==> config.mk <==
export PLATFORM = sky130hd
export DESIGN_NAME = oblcfg_loader
export DESIGN_NICKNAME = d
export VERILOG_FILES = /design/src/rtl/oblcfg_pkg.sv /design/src/rtl/oblcfg_loader.sv
export SDC_FILE = /design/constraint.sdc
export NUM_CORES = 1
export LEC_CHECK = 0
export BUFFER_PORTS_ARGS = -buffer_cell sky130_fd_sc_hd__buf_4
export CAP_MARGIN = 0
export CELL_PAD_IN_SITES_DETAIL_PLACEMENT = 0
export CELL_PAD_IN_SITES_GLOBAL_PLACEMENT = 2
export CORE_MARGIN = 8
export CORE_UTILIZATION = 36
export DETAILED_ROUTE_END_ITERATION = 10
export GPL_TIMING_DRIVEN = 0
export PLACE_DENSITY = 0.83
export SYNTH_ARGS = -nofsm -noshare
export SYNTH_HDL_FRONTEND = slang
export SYNTH_SLANG_ARGS = --single-unit
==> constraint.sdc <==
create_clock -name i_clk -period 5.06 [get_ports i_clk]
set_clock_uncertainty 0.05 [all_clocks]
set_input_delay 1.012 -clock i_clk [delete_from_list [all_inputs] [get_ports i_clk]]
set_output_delay 1.012 -clock i_clk [all_outputs]
set_load 0.01 [all_outputs]
==> src/rtl/oblcfg_pkg.sv <==
package oblcfg_pkg;

   // register bus and flash address widths
   localparam int REG_AW = 8;
   localparam int FLASH_AW = 16;

   // option byte offsets on the register port
   localparam logic [7:0] OFF_WDT_OSC = 8'h80;
   localparam logic [7:0] OFF_POC = 8'h81;
   localparam logic [7:0] OFF_RSVD_A = 8'h82;
   localparam logic [7:0] OFF_RSVD_B = 8'h83;
   localparam logic [7:0] OFF_DEBUG = 8'h84;
   // own control and status registers
   localparam logic [7:0] OFF_OSC_CTRL = 8'h90;
   localparam logic [7:0] OFF_STATUS = 8'h91;

   // flash locations of the primary and mirror option areas
   localparam logic [15:0] FLASH_PRIMARY_BASE = 16'h0080;
   localparam logic [15:0] FLASH_MIRROR_BASE = 16'h1080;

   // option byte count and indices
   localparam logic [2:0] OPT_COUNT = 3'h5;
   localparam logic [2:0] IDX_WDT = 3'h0;
   localparam logic [2:0] IDX_POC = 3'h1;
   localparam logic [2:0] IDX_DEBUG = 3'h4;

   // field positions in the watchdog / oscillator byte
   localparam int POS_OPEN_LO = 5;
   localparam int POS_RUN = 4;
   localparam int POS_OVF_LO = 1;
   localparam int POS_LOCK = 0;
   // field positions in the other bytes
   localparam int POS_POC_SEL = 0;
   localparam int POS_DBG_LO = 0;
   localparam int POS_OSC_STOP = 1;

   // status register bits
   localparam int POS_ST_DONE = 0;
   localparam int POS_ST_WDT_BAD = 1;
   localparam int POS_ST_DBG_BAD = 2;
   localparam int POS_ST_OSC_RUN = 3;
   localparam int POS_ST_SWAP = 4;

   // reset values
   localparam logic [7:0] OPT_RST = 8'h00;
   localparam logic [7:0] CTRL_RST = 8'h00;

   // watchdog overflow is 2^(base + code) low-speed clocks
   localparam int OVF_BASE_EXP = 10;
   localparam int OVF_CYC_W = 18;

   // loader sequence
   typedef enum logic [2:0] {
      ST_ISSUE,
      ST_WAIT,
      ST_CAPTURE,
      ST_COPY,
      ST_DONE
   } oblcfg_state_t;

endpackage : oblcfg_pkg

==> src/rtl/oblcfg_loader.sv <==
// Local design decision: the strobed register port.
`timescale 1ns/1ps
module oblcfg_loader (
   input wire logic i_clk,
   input wire logic i_arst_n,
   // register port
   input wire logic [oblcfg_pkg::REG_AW-1:0] i_reg_addr,
   input wire logic [7:0] i_reg_wdata,
   input wire logic i_reg_wr,
   input wire logic i_reg_rd,
   output logic [7:0] o_reg_rdata,
   // flash array port
   output logic [oblcfg_pkg::FLASH_AW-1:0] o_flash_addr,
   output logic o_flash_rd,
   output logic o_flash_wr,
   output logic [7:0] o_flash_wdata,
   input wire logic [7:0] i_flash_rdata,
   // flash and system state
   input wire logic i_boot_swap,
   input wire logic i_self_prog,
   input wire logic i_poc_after_chip_erase,
   input wire logic i_halt_mode,
   input wire logic i_stop_mode,
   input wire logic i_aux_timer_lowspeed_sel,
   // configured units
   output logic o_cpu_release,
   output logic [2:0] o_wdt_open_quarters,
   output logic o_wdt_run_enable,
   output logic o_illegal_access_det_en,
   output logic [oblcfg_pkg::OVF_CYC_W-1:0] o_wdt_overflow_cycles,
   output logic o_wdt_count_clk_en,
   output logic o_lowspeed_osc_run,
   output logic o_aux_timer_clk_en,
   output logic o_poweron_clear_dual_threshold,
   output logic o_debug_enable,
   output logic o_debug_erase_on_auth_fail,
   output logic o_option_prohibited
);

   // whole state of the loader
   typedef struct packed {
      oblcfg_pkg::oblcfg_state_t st;
      logic [2:0] idx;
      logic [4:0][7:0] opt;
      logic poc_dual;
      logic swapped;
      logic osc_stop;
      logic done;
      logic flash_rd;
      logic flash_wr;
      logic [oblcfg_pkg::FLASH_AW-1:0] faddr;
      logic [7:0] fwdata;
      logic [7:0] rdata;
   } oblcfg_regs_t;

   oblcfg_regs_t reg_q;
   oblcfg_regs_t reg_d;
   logic rst_meta_q;
   logic rst_sync_n_q;

   // decoded fields from the latched option bytes
   logic [1:0] open_code;
   logic [2:0] ovf_code;
   logic osc_lock;
   logic [1:0] dbg_code;
   logic wdt_bad;
   logic dbg_bad;
   logic osc_run;

   // overflow length in low-speed clocks for a select code
   function automatic logic [oblcfg_pkg::OVF_CYC_W-1:0] ovf_cycles(input logic [2:0] code);
      logic [oblcfg_pkg::OVF_CYC_W-1:0] one;
      one = {{(oblcfg_pkg::OVF_CYC_W-1){1'b0}}, 1'b1};
      ovf_cycles = one << (oblcfg_pkg::OVF_BASE_EXP + int'(code));
   endfunction : ovf_cycles

   // read-back value of a register offset, unmapped reads zero
   function automatic logic [7:0] reg_read(input logic [7:0] addr, input oblcfg_regs_t r,
                                           input logic [7:0] status);
      unique case (addr)
         oblcfg_pkg::OFF_WDT_OSC: reg_read = r.opt[0];
         oblcfg_pkg::OFF_POC: reg_read = r.opt[1];
         oblcfg_pkg::OFF_RSVD_A: reg_read = r.opt[2];
         oblcfg_pkg::OFF_RSVD_B: reg_read = r.opt[3];
         oblcfg_pkg::OFF_DEBUG: reg_read = r.opt[4];
         oblcfg_pkg::OFF_OSC_CTRL: reg_read = {6'h00, r.osc_stop, 1'b0};
         oblcfg_pkg::OFF_STATUS: reg_read = status;
         default: reg_read = 8'h00;
      endcase
   endfunction : reg_read

   // reset release through two flip-flops
   always_ff @(posedge i_clk or negedge i_arst_n) begin
      if (!i_arst_n) begin
         rst_meta_q <= 1'b0;
         rst_sync_n_q <= 1'b0;
      end else begin
         rst_meta_q <= 1'b1;
         rst_sync_n_q <= rst_meta_q;
      end
   end

   // field decode of the held bytes
   assign open_code = reg_q.opt[oblcfg_pkg::IDX_WDT][oblcfg_pkg::POS_OPEN_LO +: 2];
   assign ovf_code = reg_q.opt[oblcfg_pkg::IDX_WDT][oblcfg_pkg::POS_OVF_LO +: 3];
   assign osc_lock = reg_q.opt[oblcfg_pkg::IDX_WDT][oblcfg_pkg::POS_LOCK];
   assign dbg_code = reg_q.opt[oblcfg_pkg::IDX_DEBUG][oblcfg_pkg::POS_DBG_LO +: 2];
   // flag settings the programmer must not use
   assign wdt_bad = reg_q.done && (ovf_code == 3'h0) && (open_code == 2'h0);
   assign dbg_bad = reg_q.done && (dbg_code == 2'h1);
   // oscillator stops only when unlocked and software asked
   assign osc_run = !(reg_q.osc_stop && !osc_lock);

   // next state of loader, copy and register port
   always_comb begin
      logic [7:0] status;
      logic [oblcfg_pkg::FLASH_AW-1:0] base;
      logic swap_now;
      status = 8'h00;
      base = oblcfg_pkg::FLASH_PRIMARY_BASE;
      swap_now = reg_q.swapped;
      reg_d = reg_q;
      reg_d.flash_rd = 1'b0;
      reg_d.flash_wr = 1'b0;
      status[oblcfg_pkg::POS_ST_DONE] = reg_q.done;
      status[oblcfg_pkg::POS_ST_WDT_BAD] = wdt_bad;
      status[oblcfg_pkg::POS_ST_DBG_BAD] = dbg_bad;
      status[oblcfg_pkg::POS_ST_OSC_RUN] = osc_run;
      status[oblcfg_pkg::POS_ST_SWAP] = reg_q.swapped;
      // swap level taken with the very first read so that read already uses the right area
      if (reg_q.st == oblcfg_pkg::ST_ISSUE && reg_q.idx == 3'h0) begin
         swap_now = i_boot_swap;
      end
      reg_d.swapped = swap_now;
      // boot swap makes the mirror area the one referenced
      if (swap_now) begin
         base = oblcfg_pkg::FLASH_MIRROR_BASE;
      end
      unique case (reg_q.st)
         oblcfg_pkg::ST_ISSUE: begin
            reg_d.faddr = base + {13'h0000, reg_q.idx};
            reg_d.flash_rd = 1'b1;
            reg_d.st = oblcfg_pkg::ST_WAIT;
         end
         oblcfg_pkg::ST_WAIT: begin
            reg_d.st = oblcfg_pkg::ST_CAPTURE;
         end
         oblcfg_pkg::ST_CAPTURE: begin
            // byte is valid one cycle after the read strobe
            reg_d.opt[reg_q.idx] = i_flash_rdata;
            if (reg_q.idx == oblcfg_pkg::IDX_POC) begin
               // mode bit taken only from a chip-erased, programmer-written byte
               reg_d.poc_dual = i_flash_rdata[oblcfg_pkg::POS_POC_SEL] && i_poc_after_chip_erase
                                && !i_self_prog;
            end
            if (reg_q.idx == oblcfg_pkg::OPT_COUNT - 3'h1) begin
               reg_d.st = reg_q.swapped ? oblcfg_pkg::ST_COPY : oblcfg_pkg::ST_DONE;
            end else begin
               reg_d.idx = reg_q.idx + 3'h1;
               reg_d.st = oblcfg_pkg::ST_ISSUE;
            end
         end
         oblcfg_pkg::ST_COPY: begin
            // mirror power-on-clear byte written into the primary location
            reg_d.faddr = oblcfg_pkg::FLASH_PRIMARY_BASE + {13'h0000, oblcfg_pkg::IDX_POC};
            reg_d.fwdata = reg_q.opt[oblcfg_pkg::IDX_POC];
            reg_d.flash_wr = 1'b1;
            reg_d.st = oblcfg_pkg::ST_DONE;
         end
         oblcfg_pkg::ST_DONE: begin
            // fields stay frozen, later flash writes are never re-read
            reg_d.done = 1'b1;
         end
         default: begin
            // unused state codes go back to issuing the read at the current index
            reg_d.st = oblcfg_pkg::ST_ISSUE;
         end
      endcase
      // software oscillator stop request
      if (i_reg_wr && (i_reg_addr == oblcfg_pkg::OFF_OSC_CTRL)) begin
         reg_d.osc_stop = i_reg_wdata[oblcfg_pkg::POS_OSC_STOP];
      end
      // read data stands one cycle after the strobe
      reg_d.rdata = 8'h00;
      if (i_reg_rd) begin
         reg_d.rdata = reg_read(i_reg_addr, reg_q, status);
      end
   end

   // state register, cleared by the synchronised reset
   always_ff @(posedge i_clk or negedge rst_sync_n_q) begin
      if (!rst_sync_n_q) begin
         reg_q.st <= oblcfg_pkg::ST_ISSUE;
         reg_q.idx <= 3'h0;
         reg_q.opt <= {5{oblcfg_pkg::OPT_RST}};
         reg_q.poc_dual <= 1'b0;
         reg_q.swapped <= 1'b0;
         reg_q.osc_stop <= oblcfg_pkg::CTRL_RST[oblcfg_pkg::POS_OSC_STOP];
         reg_q.done <= 1'b0;
         reg_q.flash_rd <= 1'b0;
         reg_q.flash_wr <= 1'b0;
         reg_q.faddr <= {oblcfg_pkg::FLASH_AW{1'b0}};
         reg_q.fwdata <= 8'h00;
         reg_q.rdata <= 8'h00;
      end else begin
         reg_q <= reg_d;
      end
   end

   // register port and flash port outputs
   assign o_reg_rdata = reg_q.rdata;
   assign o_flash_addr = reg_q.faddr;
   assign o_flash_rd = reg_q.flash_rd;
   assign o_flash_wr = reg_q.flash_wr;
   assign o_flash_wdata = reg_q.fwdata;

   // processor held until every option is applied
   assign o_cpu_release = reg_q.done;

   // watchdog configuration, inactive until load completes except the overflow length, which follows the held byte from reset
   assign o_wdt_open_quarters = reg_q.done ? ({1'b0, open_code} + 3'h1) : 3'h0;
   assign o_wdt_run_enable = reg_q.done && reg_q.opt[oblcfg_pkg::IDX_WDT][oblcfg_pkg::POS_RUN];
   assign o_illegal_access_det_en = o_wdt_run_enable;
   assign o_wdt_overflow_cycles = ovf_cycles(ovf_code);
   // count clock: self-programming does not gate it, low-power modes do when unlocked
   assign o_wdt_count_clk_en = o_wdt_run_enable && osc_run
                               && !(!osc_lock && (i_halt_mode || i_stop_mode));

   // low-speed oscillator and aux timer clock
   assign o_lowspeed_osc_run = osc_run;
   assign o_aux_timer_clk_en = osc_run && i_aux_timer_lowspeed_sel;

   // power-on-clear threshold mode
   assign o_poweron_clear_dual_threshold = reg_q.done && reg_q.poc_dual;

   // on-chip debug control
   assign o_debug_enable = reg_q.done && dbg_code[1];
   assign o_debug_erase_on_auth_fail = reg_q.done && (dbg_code == 2'h3);
   assign o_option_prohibited = wdt_bad || dbg_bad;

endmodule : oblcfg_loader

==> summary.md, run 1 <==
The run gives 0 as the number of failing hold endpoints at the final stage. The via count of the first global-routing pass was 2899. The Yosys step of the flow raised 0 warnings. Primary flip-flop cell chosen by synthesis mapping: sky130_fd_sc_hd__dfrtp_1. Global routing finished with a remaining overflow of 0. For this design the total switching power over the nets is 559 uW. The tools report the sort of element at the start of the critical path as a register.

For the die outline area, the log shows 14300 um^2. The run gives 0 as the max-cap violation count. The clock passes through at most 2 buffers.

In this run switching power makes up 31.4% of total power. Setup repair after global routing left no endpoint under its margin. Yosys mapped a number of flops with a built-in enable equal to 0. The tools report the utilization after layout as 46.7%. Ranked by instance count, the synthesized netlist is headed by sky130_fd_sc_hd__dfrtp_1 (75), sky130_fd_sc_hd__buf_4 (43), sky130_fd_sc_hd__mux2_2 (43). By startpoint and endpoint, the worst setup path is classified as register to output pin. At the end of routability-driven placement, the weighted congestion stood at 0.762.

The clock group share of total power is 23.6%. Measured along the y axis, the die boundary spans 119 um. The worst register-to-register path begins at reg_q[78]$_DFFE_PN0P_. The largest single stage delay on the critical path is 0.43 ns.

Final cycle utilization of the critical path: 55.6%. The most instantiated library cell after synthesis is sky130_fd_sc_hd__dfrtp_1. The logs give 199 uV for the peak supply drop and 13.3% for the overall fraction of global-route tracks in use. The first detailed-routing pass took 4 iterations.

For this design, the CTS-stage hold fixing added 0 buffers. Final-layout fill cell count: 1011. The internal portion of the total power is 1220 uW.

For the post-route cell area, the log shows 4840 um^2. For the worst setup path, the data arrival time is 1.75 ns. The post-place setup slack came out at 2.27 ns. Setup violations remaining at the end of the flow were counted as 0. After detailed routing, the average wire length per cell comes to 16.1 um.

STA classifies the critical path endpoint as an output pin. The proportion of layout cells with a drive suffix above 1 is 41.7%, and the per-instance average area after synthesis is 11.0 um^2. For the remaining routing DRC violations, the log shows 0. Synthesis inferred 75 register bits.

The via count of the routed design was 2787. The critical-path cell with the highest stage delay was sky130_fd_sc_hd__dfrtp_1. The tools report the multi-input gate area in the final layout as 1650 um^2. The effective utilization at floorplan is 37.2%, and the cell area after placement is 4660 um^2.

The initial antenna violation count came out at 0. The synthesized design spends more area on one cell type than any other, namely sky130_fd_sc_hd__dfrtp_1. For the first-pass GRT wire length, the log shows 15300 um. The critical path goes through inv_1 -> ha_1 -> nor4b_1 -> a22o_1 -> buf_4.

The count of mapped cells out of synthesis is 349. Static timing analysis puts the maximum clock frequency at 0.356 GHz. The clock net sink count was 75.

The run finished with clean final reports. In the final layout, flip-flops and latches occupy 1880 um^2. Placed wire-length estimate: 7030 um.

After synthesis, the netlist uses 45 different library cells. The tools report the maximum number of pins on one net before global-route repair as 60. Clock slew seen by the registers of the worst setup and hold paths: 0.08 ns. The core region is 10400 um^2.

Summing every instance area after synthesis gives 3850 um^2. In this run, CTS created clock tree buffers numbering 9. STA puts the critical path data required time at 4.00 ns. Yosys attributes the largest share of cell area to sky130_fd_sc_hd__dfrtp_1 (49%), sky130_fd_sc_hd__mux2_2 (13%), sky130_fd_sc_hd__buf_4 (8.4%). Final instance count without filler cells: 592. Number of setup buffers added after CTS: 0.

Library cell used as clock root buffer: sky130_fd_sc_hd__clkbuf_8. The sequential share of power was 44.4%. The total power divided by cell area was 368 nW/um^2. TritonCTS built the clock tree. The number of nets in the layout is 491.

The max-slew violation total from the final report is 0, and the clock period minus final worst setup slack is 2.81 ns. The tools report the post-route worst setup slack as 2.25 ns. The actual transition at the worst max-transition pin was 0.913 ns; the proportion of synthesized chip area in sequential cells was 48.7%. In this run the worst path has a maximum fanout of 5. The count of buffers added on input and output ports is 72.

In this run the static leakage power is 0.00230 uW. After floorplanning, the core was divided into 37 placement rows. The run gives 0.34 ns as the clock latency reported for the late side of the worst-skew pair.

Summed over its instances, the top area cell type makes up 48.7% of the synthesized netlist area. Combinational cells account for 32.0% of the total power. Summed over all layers, the routed wires come to 9540 um. The logs give 38.5% for the normalized max-slew margin and 0 ns for the setup TNS.

The floorplan step set the die width to 119 um. The critical path contains buffers and inverters numbering 2 combined. The run gives 99 as the count of boundary I/O pins.

Dividing the detail-routed via count by the number of cells gives 4.71. Number of antenna diodes: 0. In this run, post-CTS repair resized a total of 0 instances. The number of H-tree levels is 3. Tracing the worst setup path back leads to its startpoint at open_code[0]$_DFFE_PN0P_. Class of the tightest hold or removal check: register to asynchronous set/reset pin. The number of instances in the placed design is 576, and the share of synthesized registers carrying an async set or reset is 100%.

The count of nets left with antenna violations once routing finished came out at 0. On the critical path the largest part of the delay comes from flip-flops. The area growth from synthesis to layout is 25.7%. For this block, the initial DRC count from the detailed router was 89.
[per-layer routing]
metal | global-route usage, % | vias to the layer above | share of wire [%]
met2 | 21.4 | 63 | 47
met1 | 17.1 | 1357 | 47
met3 | 3.59 | 7 | 5.2
met4 | 4.22 | 0 | 0.95
li1 | - | 1360 | -
met5 | 0 | - | 0
[cell usage in the layout (no fill, tap or decap), types with 2 or more instances in the layout]
| cell | instances |
|---|---|
| sky130_fd_sc_hd__ha_1 | 6 |
| sky130_fd_sc_hd__clkbuf_1 | 6 |
| sky130_fd_sc_hd__clkbuf_8 | 11 |
| sky130_fd_sc_hd__nand2_1 | 35 |
| sky130_fd_sc_hd__clkinvlp_4 | 2 |
| sky130_fd_sc_hd__o21ai_0 | 9 |
| sky130_fd_sc_hd__and3_1 | 2 |
| sky130_fd_sc_hd__mux2i_1 | 9 |
| sky130_fd_sc_hd__nor2_1 | 19 |
| sky130_fd_sc_hd__a21oi_1 | 6 |
| sky130_fd_sc_hd__nor3_4 | 3 |
| sky130_fd_sc_hd__nand4_1 | 2 |
| sky130_fd_sc_hd__nor2b_1 | 5 |
| sky130_fd_sc_hd__o21a_1 | 2 |
| sky130_fd_sc_hd__nand3_1 | 8 |
| sky130_fd_sc_hd__conb_1 | 20 |
| sky130_fd_sc_hd__buf_4 | 115 |
| sky130_fd_sc_hd__a22o_1 | 11 |
| sky130_fd_sc_hd__dfrtp_1 | 74 |
| sky130_fd_sc_hd__buf_2 | 3 |
| sky130_fd_sc_hd__a211oi_1 | 2 |
| sky130_fd_sc_hd__inv_1 | 7 |
| sky130_fd_sc_hd__a22oi_1 | 7 |
| sky130_fd_sc_hd__mux2_2 | 43 |
| sky130_fd_sc_hd__nor4_1 | 2 |
| sky130_fd_sc_hd__nand3_2 | 4 |
| sky130_fd_sc_hd__nor3_1 | 8 |
| sky130_fd_sc_hd__a31oi_1 | 2 |
| sky130_fd_sc_hd__nand2b_1 | 6 |
| sky130_fd_sc_hd__and2_1 | 6 |
| sky130_fd_sc_hd__clkinv_2 | 2 |
[kinds of logic (layout without fill, tap and decap cells)]
family                     after synthesis  count (layout)  share of synthesized area [%]
DFF                                     75              75                           48.7
other                                    2              20                          0.195
AOI/OAI and AO/OA                       42              42                           7.50
and+or+nand+nor                        111             111                           16.0
adders and majority gates                6               6                           1.95
xor gates and xnor gates                 1               1                          0.227
buffers and inverters                   59             148                           10.2
muxes                                   53              53                           15.2
[state kept, by name, indices dropped and copies added (netlist names)]
register / flops
rst_meta_q: 1
reg_q: 41
osc_lock: 1
o_flash_wr: 1
o_reg_rdata: 8
dbg_code: 2
o_flash_addr: 5
open_code: 2
o_cpu_release: 1
o_flash_rd: 1
o_flash_wdata: 8
ovf_code: 3
rst_sync_n_q: 1
[cell type report]
| type | count | share of cell area [%] |
|---|---|---|
| Buffer | 52 | 7.59 |
| Tap cell | 136 | 3.51 |
| Multi-Input combinational cell | 233 | 34.1 |
| Inverter | 7 | 0.542 |
| Timing Repair Buffer | 73 | 11.7 |
| Clock buffer | 12 | 3.20 |
| Sequential cell | 75 | 38.8 |
| Clock inverter | 4 | 0.517 |
[worst register-to-register path, cell delays in order, from the launching register on]
cell and delay, ns:
sky130_fd_sc_hd__dfrtp_1 0.37, sky130_fd_sc_hd__clkbuf_1 0.26, sky130_fd_sc_hd__inv_1 0.14, sky130_fd_sc_hd__ha_1 0.27
sky130_fd_sc_hd__nand3b_1 0.10, sky130_fd_sc_hd__mux2_2 0.34, sky130_fd_sc_hd__a22o_1 0.23
[worst paths after layout]
| path | to | slack, ns | cells past startpoint |
|---|---|---|---|
| max in group asynchronous | reg_q[54]$_DFFE_PN0P_ | 4.26 | 1 |
| setup reg to reg | o_flash_addr[12]$_DFFE_PN0P_ | 3.18 | 6 |
| hold / removal | reg_q[36]$_DFF_PN0_ | 0.14 | 0 |
| min in group i_clk | rst_sync_n_q$_DFF_PN0_ | 0.32 | 0 |
| setup / recovery | o_option_prohibited | 2.25 | 5 |
| hold reg to reg | reg_q[36]$_DFF_PN0_ | 0.14 | 0 |
[power by group through the flow]
stage | registers [uW] | logic [uW] | clock network [uW]
6_report | 791 | 570 | 422
5_1_grt | 806 | 631 | 463
4_1_cts | 793 | 583 | 436
3_5_place_dp | 804 | 579 | 0
3_3_place_gp | 806 | 561 | 0
2_1_floorplan | 788 | 362 | 0
[per-stage QoR]
stage	power [uW]	hold WS (ns)
2_1_floorplan	1150	0.281
5_1_grt	1900	0.163
6_report	1780	0.139
3_5_place_dp	1380	0.152
4_1_cts	1810	0.152
3_3_place_gp	1370	0.289
No activity file was read; power rests on OpenSTA's default activity.
==> inputs of run 2 (changes only) <==
CORE_UTILIZATION = 33   (was 36)
PLACE_DENSITY = 0.77   (was 0.83)
clock period = 2.6 ns   (was 5.06 ns; I/O delays follow)
==> run 2 against run 1 <==
  * Clock power rose to 3.2 times the previous value
  * Via count increased by 0.36%
  * Hold slack got worse by 0.0036 ns
  * Critical path depth unchanged
  * Die area is 7.8% higher
  * Flip-flop and latch count stayed put
  * Design area increased by 3.5%
  * Routed wire length increased by 0.93%
  * Combinational power increased by 95%
  * Largest power group unchanged
==> summary.md, run 2 (synthesis gave the netlist of run 1 again) <==
The tools report the DRC marker count from the first detailed-route iteration as 123 (+38%). The detailed-route wire length per cell is 16.1 um (-0.41%). The tools report the count of boundary I/O pins as 99 (unchanged).

The wire length after detailed routing was 9630 um (+0.93%); the number of flip-flops under the largest register name was 41 (unchanged). The tools report the normalized max-slew margin as 46.0% (+7.5 points). The effective utilization at floorplan came out at 33.7% (-3.4 points). The run gives 0 (unchanged) as the number of antenna diodes. For the clock net sink count, the log shows 75 (unchanged).

The final weighted congestion of routability-driven global placement came out at 0.762 (about the same). The run gives 39 (+5.4%) as the total number of placement rows. TritonCTS built the clock tree.

The category of the most critical setup path was register to output pin. The slowest stage of the critical path belongs to the cell sky130_fd_sc_hd__dfrtp_1. The total power divided by cell area is 800 nW/um^2 (+120%). The overall power was 4010 uW (+120%); the number of buffer and inverter stages on the critical path was 2 (unchanged).

The area occupied by registers is 1880 um^2 (unchanged), and the largest driver fanout on the critical path is 5 (unchanged). In this run the clock root is driven by a sky130_fd_sc_hd__clkbuf_16. The tools report the placed wire-length estimate as 7240 um (+2.9%). Number of buffers added on ports: 72 (unchanged). The register ranked first by flip-flop count is reg_q. Data arrival time of the critical path: 1.79 ns (+0.04 ns). The logs give 1650 um^2 (unchanged) for the multi-input gate area in the final layout and 9 (unchanged) for the number of buffers created by CTS. For the via count of the routed design, the log shows 2797 (+0.36%). For the first-pass GRT wire length, the log shows 15600 um (+2.3%). The actual transition at the worst max-transition pin came out at 0.802 ns (-0.111 ns).

The library cell used most frequently in the layout, excluding fill and tap cells, is sky130_fd_sc_hd__buf_4. The required time of the worst setup path was 2.03 ns (-1.97 ns); the number of vias per cell was 4.66 (-0.98%). The run gives 0.423 GHz as the maximum clock frequency. The clock slew seen by the registers of the worst setup and hold paths came out at 0.06 ns (-0.02 ns).

The logs give 4 (unchanged) for the number of detailed-route iterations in the first pass and 0 (unchanged) for the count of final setup violators. The signal on the critical path passes through inv_1 -> ha_1 -> nor4b_1 -> a22o_1 -> buf_4. The tools report the number of instances in the placed design as 583 (+1.2%). The post-place setup slack is 0.425 ns (-1.84 ns), and the cell area after placement is 4670 um^2 (+0.19%). The cell family contributing the most delay on the critical path is flip-flops.

Post-route cell area: 5010 um^2 (+3.5%). The area of the placeable core is 11400 um^2 (+10%). For the final instance count without filler cells, the log shows 600 (+1.4%). The worst setup path is launched from a register. The via count of the first global-routing pass is 2964 (+2.2%), and the overall fraction of global-route tracks in use is 13.2% (-0.18 points). The top cell types in the final layout, fill and taps aside, are sky130_fd_sc_hd__buf_4 (115), sky130_fd_sc_hd__dfrtp_1 (74), sky130_fd_sc_hd__mux2_2 (43). The floorplan die width works out to 124 um (+3.9%).

The global route total overflow came out at 0 (unchanged). The die height was 124 um (+3.9%); the proportion of layout cells with a drive suffix above 1 was 41.6% (-0.091 points). Setup repair after global routing left no endpoint under its margin. The logs give 0.32 ns (-0.02 ns) for the clock latency reported for the late side of the worst-skew pair and 0 (unchanged) for the number of nets with antenna violations after detailed routing. The run gives 0 (unchanged) as the remaining routing DRC violations. The final-layout fill cell count came out at 1125 (+11%). The die outline area was 15400 um^2 (+7.8%); the clock period minus final worst setup slack was 2.36 ns.

The logs give 3 (unchanged) for the number of H-tree levels and 455 uV (+130%) for the peak supply drop. For the post-cts sizing count, the log shows 0 (unchanged). The area growth from synthesis to layout is 30.0%. The max-cap violation count was 0 (unchanged); the worst stage delay on the critical path was 0.43 ns (about the same).

The tools report the initial antenna violation count as 0 (unchanged). For the clock tree buffer depth, the log shows 2 (unchanged). STA classifies the critical path endpoint as an output pin. The maximum number of pins on one net before global-route repair was 61 (+1.7%); the setup TNS was 0 ns (unchanged). The leakage power of the design was 0.00238 uW (+3.2%). The flow ran to the end, and the final reports show no timing, DRC or antenna violations. The class of the tightest hold or removal check is register to asynchronous set/reset pin. The number of failing hold endpoints at the final stage was 0 (unchanged); the final cycle utilization of the critical path was 90.8%. The logs give 0.238 ns (-2.01 ns) for the post-route worst setup slack and 492 (+0.20%) for the number of nets in the layout. The tools report the max-slew violation total from the final report as 0 (unchanged).
-- run 2: cell types whose count changed in the layout (fill, tap and decap cells not counted), sizes merged --
cell,delta
clkinv,-1
clkinvlp,-1
dlygate4sd3,+1
bufinv,+2
-- run 2: repair_timing --
| action | 4_1_cts | 5_1_grt |
|---|---|---|
| hold buffers | 1 | 0 |
| setup buffers | 0 | 0 |
| endpoints found under the hold margin | 2 | 0 |
-- run 2: worst register-to-register path, delay by kind of cell, from the launching register on --
kind	cells	cell delay [ns]
buffers and inverters	2	0.39
flip-flops	1	0.38
multiplexers	1	0.34
adder cells (fa/ha/maj)	1	0.27
AO/OA/AOI/OAI	1	0.23
AND/OR/NAND/NOR	1	0.11
-- run 2: final cells by class --
type                       instances  area share, %
clock buffer                      12           5.12
tap                              143           3.57
timing repair buffer              74           11.5
sequential                        75           37.5
multi-input combinational        233           32.9
inverter                           7          0.524
clock inverter                     4           1.45
buffer                            52           7.34
-- run 2: where the power goes --
part	switching (uW)	leakage (uW)	internal (uW)
Clock	457	0.000159	891
Sequential	160	0.000905	1390
Combinational	510	0.00131	603
-- run 2: stage by stage --
stage                     hold WS [ns]  utilization, %
after floorplan                  0.174               -
after global placement           0.253            40.6
after detailed placement         0.141            40.9
after CTS                        0.143            43.9
after global routing             0.156            43.9
final                            0.136            43.9
-- run 2: per-layer routing --
metal,global-route usage [%],part of all wire (%),up-vias
met5,0,0,-
met4,5.35,1.2,0
met3,2.67,5.7,11
met2,20.1,45,76
met1,17.9,48,1346
li1,-,-,1364
-- run 2: worst paths after layout --
check | slack [ns] | endpoint | depth (start not counted) | startpoint
max | 0.24 | o_option_prohibited | 5 | open_code[0]$_DFFE_PN0P_
min | 0.14 | o_flash_wdata[1]$_DFFE_PN0P_ | 0 | rst_sync_n_q$_DFF_PN0_
max reg2reg | 0.71 | o_flash_addr[12]$_DFFE_PN0P_ | 6 | reg_q[78]$_DFFE_PN0P_
min reg2reg | 0.14 | o_flash_wdata[1]$_DFFE_PN0P_ | 0 | rst_sync_n_q$_DFF_PN0_
max in group asynchronous | 1.81 | o_reg_rdata[0]$_DFF_PN0_ | 1 | rst_sync_n_q$_DFF_PN0_
min in group i_clk | 0.30 | rst_sync_n_q$_DFF_PN0_ | 0 | rst_meta_q$_DFF_PN0_
==> inputs of run 3 (changes only) <==
ABC_AREA = 1   (was unset)
CORE_MARGIN = 2   (was 8)
CORE_UTILIZATION = 31   (was 33)
==> run 3 against run 2 <==
  * Clock-buffer cell count is the same
  * Largest power group unchanged
  * Sequential share of layout area decreased by 0.38 points
  * Setup slack better by 0.11 ns
  * Routed wire length grew 4.3%
  * Critical path type unchanged
  * Critical path depth fell by 1
==> summary.md, run 3 <==
The tools report the maximum clock frequency as 0.444 GHz (+5.0%). The initial antenna violation count is 0 (unchanged). The tools report the wire length after detailed routing as 10000 um (+4.3%). The number of buffer and inverter stages on the critical path was 1 (-1); the leakage power of the design was 0.00264 uW (+11%). Number of nets in the layout: 597 (+21%). The die height was 117 um (-6.1%). The area of the placeable core was 12500 um^2 (+9.2%); the detailed-route wire length per cell was 13.7 um (-15%). The actual transition at the worst max-transition pin works out to 0.538 ns (-0.265 ns). DRC marker count from the first detailed-route iteration: 200 (+63%). The total power divided by cell area came out at 754 nW/um^2 (-5.7%).

The number of flip-flops under the largest register name works out to 41 (unchanged). The total net switching power came out at 1210 uW (+6.9%). The utilization after layout was 40.6% (-3.3 points); the final instance count without filler cells was 734 (+22%). The tools report the post-route cell area as 5060 um^2 (+1.0%). Cell family contributing the most delay on the critical path: flip-flops. The internal power summed over all cells was 2610 uW (-9.3%). The clock latency reported for the late side of the worst-skew pair came out at 0.34 ns (+0.02 ns). The post-synthesis instance area came out at 3920 um^2 (+1.8%). The max-cap violation count came out at 0 (unchanged).

The count of mapped cells out of synthesis was 454 (+30%); the per-instance average area after synthesis was 8.64 um^2 (-22%). The primary flip-flop cell chosen by synthesis mapping was sky130_fd_sc_hd__dfrtp_1. The logs give 0.250 ns (+0.114 ns) for the worst hold-check slack and 332 uV (-27%) for the peak supply drop. For the data arrival time of the critical path, the log shows 1.68 ns (-0.11 ns). The number of enable-type register cells in the synthesized netlist is 0 (unchanged), and the share of Yosys cell area claimed by the top area cell type is 47.8% (-0.87 points). Walking the worst path, the cells encountered are ha_1 -> or2_2 -> nor2_1 -> buf_4. The worst stage delay on the critical path was 0.43 ns (about the same); the die outline area was 13600 um^2 (-12%). The logs give 0.783 (+2.7%) for the final weighted congestion of routability-driven global placement and 30.9% (-2.7 points) for the clock group share of total power.

The run finished with clean final reports. The number of vias per cell works out to 4.42 (-5.1%). STA classifies the critical path startpoint as a register. The logs give 0 (unchanged) for the global route total overflow and 3820 uW (-4.8%) for the overall power. TritonCTS built the clock tree. The library cells used most frequently in the layout, excluding fill and tap cells, are sky130_fd_sc_hd__buf_4 (115), sky130_fd_sc_hd__nand2_1 (104), sky130_fd_sc_hd__dfrtp_1 (74). After synthesis, the cell types taking the most area are sky130_fd_sc_hd__dfrtp_1 (48%), sky130_fd_sc_hd__nand2_1 (9.9%), sky130_fd_sc_hd__buf_4 (8.2%).

The number of buffers created by CTS was 9 (unchanged). The run gives 64.0% (+18 points) as the normalized max-slew margin. The most instantiated library cell after synthesis was sky130_fd_sc_hd__nand2_1. The share of synthesized registers carrying an async set or reset works out to 100% (unchanged). The number of library cell types mapped by synthesis was 32 (-29%); the number of H-tree levels was 3 (unchanged).

The run gives 47.8% (-0.87 points) as the proportion of synthesized chip area in sequential cells. The cell area after placement was 4770 um^2 (+2.1%); the clock period minus final worst setup slack was 2.25 ns (-0.111 ns). The synthesis-stage register bit count works out to 75 (unchanged). The post-cts sizing count was 0 (unchanged); the via count of the routed design was 3247 (+16%). Among all stages on the critical path, the largest delay is contributed by sky130_fd_sc_hd__dfrtp_1. Remaining routing DRC violations: 0 (unchanged). The placed wire-length estimate was 7570 um (+4.6%). The library cell used most frequently in the layout, excluding fill and tap cells, is sky130_fd_sc_hd__buf_4. The area growth from synthesis to layout is 29.0%. The largest driver fanout on the critical path is 6 (+1).

The library cell used as clock root buffer is sky130_fd_sc_hd__clkbuf_16. The floorplan die width was 117 um (-6.1%); the max-slew violation total from the final report was 0 (unchanged). The number of instances in the placed design is 717 (+23%), and the combinational share of power is 29.1% (+1.3 points).

The required time of the worst setup path came out at 2.03 ns (about the same). For the first-pass GRT wire length, the log shows 16000 um (+2.2%). The net switching share of the total power is 31.6% (+3.5 points), and the count of final setup violators is 0 (unchanged). The run gives 41 (+5.1%) as the total number of placement rows.

Setup repair after global routing left no endpoint under its margin. The clock slew seen by the registers of the worst setup and hold paths is 0.06 ns (about the same), and the total number of yosys warnings is 0 (unchanged). The clock tree buffer depth was 2 (unchanged). The run gives 3095 (+4.4%) as the via count of the first global-routing pass. The tools report the final-layout fill cell count as 1321 (+17%).

STA classifies the critical path endpoint as an output pin. The effective utilization at floorplan is 31.5% (-2.3 points). More flip-flops sit in one register than any other, and that register is reg_q.

Maximum number of pins on one net before global-route repair: 40 (-34%). The number of nets with antenna violations after detailed routing is 0 (unchanged), and the number of detailed-route iterations in the first pass is 4 (unchanged). By startpoint and endpoint, the worst setup path is classified as register to output pin.

The logs give 99 (unchanged) for the count of boundary I/O pins and 75 (unchanged) for the clock net sink count. The post-synthesis cell type with the largest combined area was sky130_fd_sc_hd__dfrtp_1. Number of failing hold endpoints at the final stage: 0 (unchanged).

The path class of the tightest hold or removal check is register to asynchronous set/reset pin. The proportion of layout cells with a drive suffix above 1 was 33.1% (-8.5 points). By count the netlist is led by sky130_fd_sc_hd__nand2_1 (104), sky130_fd_sc_hd__dfrtp_1 (75), sky130_fd_sc_hd__nand3_1 (61). The number of antenna diodes was 0 (unchanged); the overall fraction of global-route tracks in use was 15.8% (+2.6 points).

Final cycle utilization of the critical path: 86.5% (-4.3 points). The sequential share of power was 40.0% (+1.4 points); the number of buffers added on ports was 72 (unchanged).
-- run 3: power by group through the flow --
stage / sequential [uW] / clock [uW] / combinational (uW)
floorplan: 1520 / 0 / 731
detailed placement: 1550 / 0 / 1120
global route: 1550 / 1270 / 1230
finish: 1530 / 1180 / 1110
global placement: 1560 / 0 / 1100
CTS: 1530 / 1200 / 1130
-- run 3: worst paths after layout --
| path | slack, ns | cells past startpoint | endpoint | start |
|---|---|---|---|---|
| hold / removal | 0.25 | 0 | reg_q[77]$_DFFE_PN0P_ | rst_sync_n_q$_DFF_PN0_ |
| setup / recovery | 0.35 | 4 | o_wdt_overflow_cycles[11] | ovf_code[1]$_DFFE_PN0P_ |
| setup reg to reg | 1.05 | 5 | reg_q[78]$_DFFE_PN0P_ | reg_q[78]$_DFFE_PN0P_ |
| hold reg to reg | 0.25 | 0 | reg_q[77]$_DFFE_PN0P_ | rst_sync_n_q$_DFF_PN0_ |
| min in group i_clk | 0.30 | 0 | rst_sync_n_q$_DFF_PN0_ | rst_meta_q$_DFF_PN0_ |
| max in group asynchronous | 1.67 | 1 | reg_q[48]$_DFFE_PN0P_ | rst_sync_n_q$_DFF_PN0_ |
-- run 3: per-stage QoR --
| stage | worst slack [ns] | TNS [ns] |
|---|---|---|
| floorplan | 0.307 | 0 |
| global placement | -0.680 | -49.42 |
| detailed placement | 0.707 | 0 |
| CTS | 0.331 | 0 |
| global route | 0.239 | 0 |
| finish | 0.350 | 0 |
-- run 3: area by class of cell --
class                   instances  area, um^2  share of cell area (%)
clock buffers                  12         256                    5.07
inverters                      42         165                    3.26
multi-input cells             302        1550                    30.5
well taps                     172         215                    4.25
plain buffers                  53         404                    7.98
repair buffers                 74         571                    11.3
flip-flops and latches         75        1880                    37.1
clock inverters                 4        25.0                   0.494
-- run 3: timing repair --
action | in CTS | in global routing
setup buffers | 0 | 0
hold buffers | 1 | 0
endpoints found under the hold margin | 2 | 0
endpoints found under the setup margin | 0 | 0
-- run 3: logic make-up (layout without fill, tap and decap cells) --
kind of cell	Yosys count	in the layout	synth area share, %
DFF	75	75	47.8
other	2	20	0.191
buffers and inverters	95	185	14.5
and+or+nand+nor	220	220	26.5
AOI/OAI and AO/OA	54	54	8.64
adders and majority gates	6	6	1.91
xor gates and xnor gates	2	2	0.447
-- run 3: per-layer routing --
metal | global-route usage (%) | part of all wire, % | vias to the layer above
met4 | 7.78 | 2.2 | 0
li1 | - | - | 1618
met2 | 25.4 | 48 | 85
met1 | 20.7 | 45 | 1530
met3 | 2.59 | 4.7 | 14
met5 | 0 | 0 | -
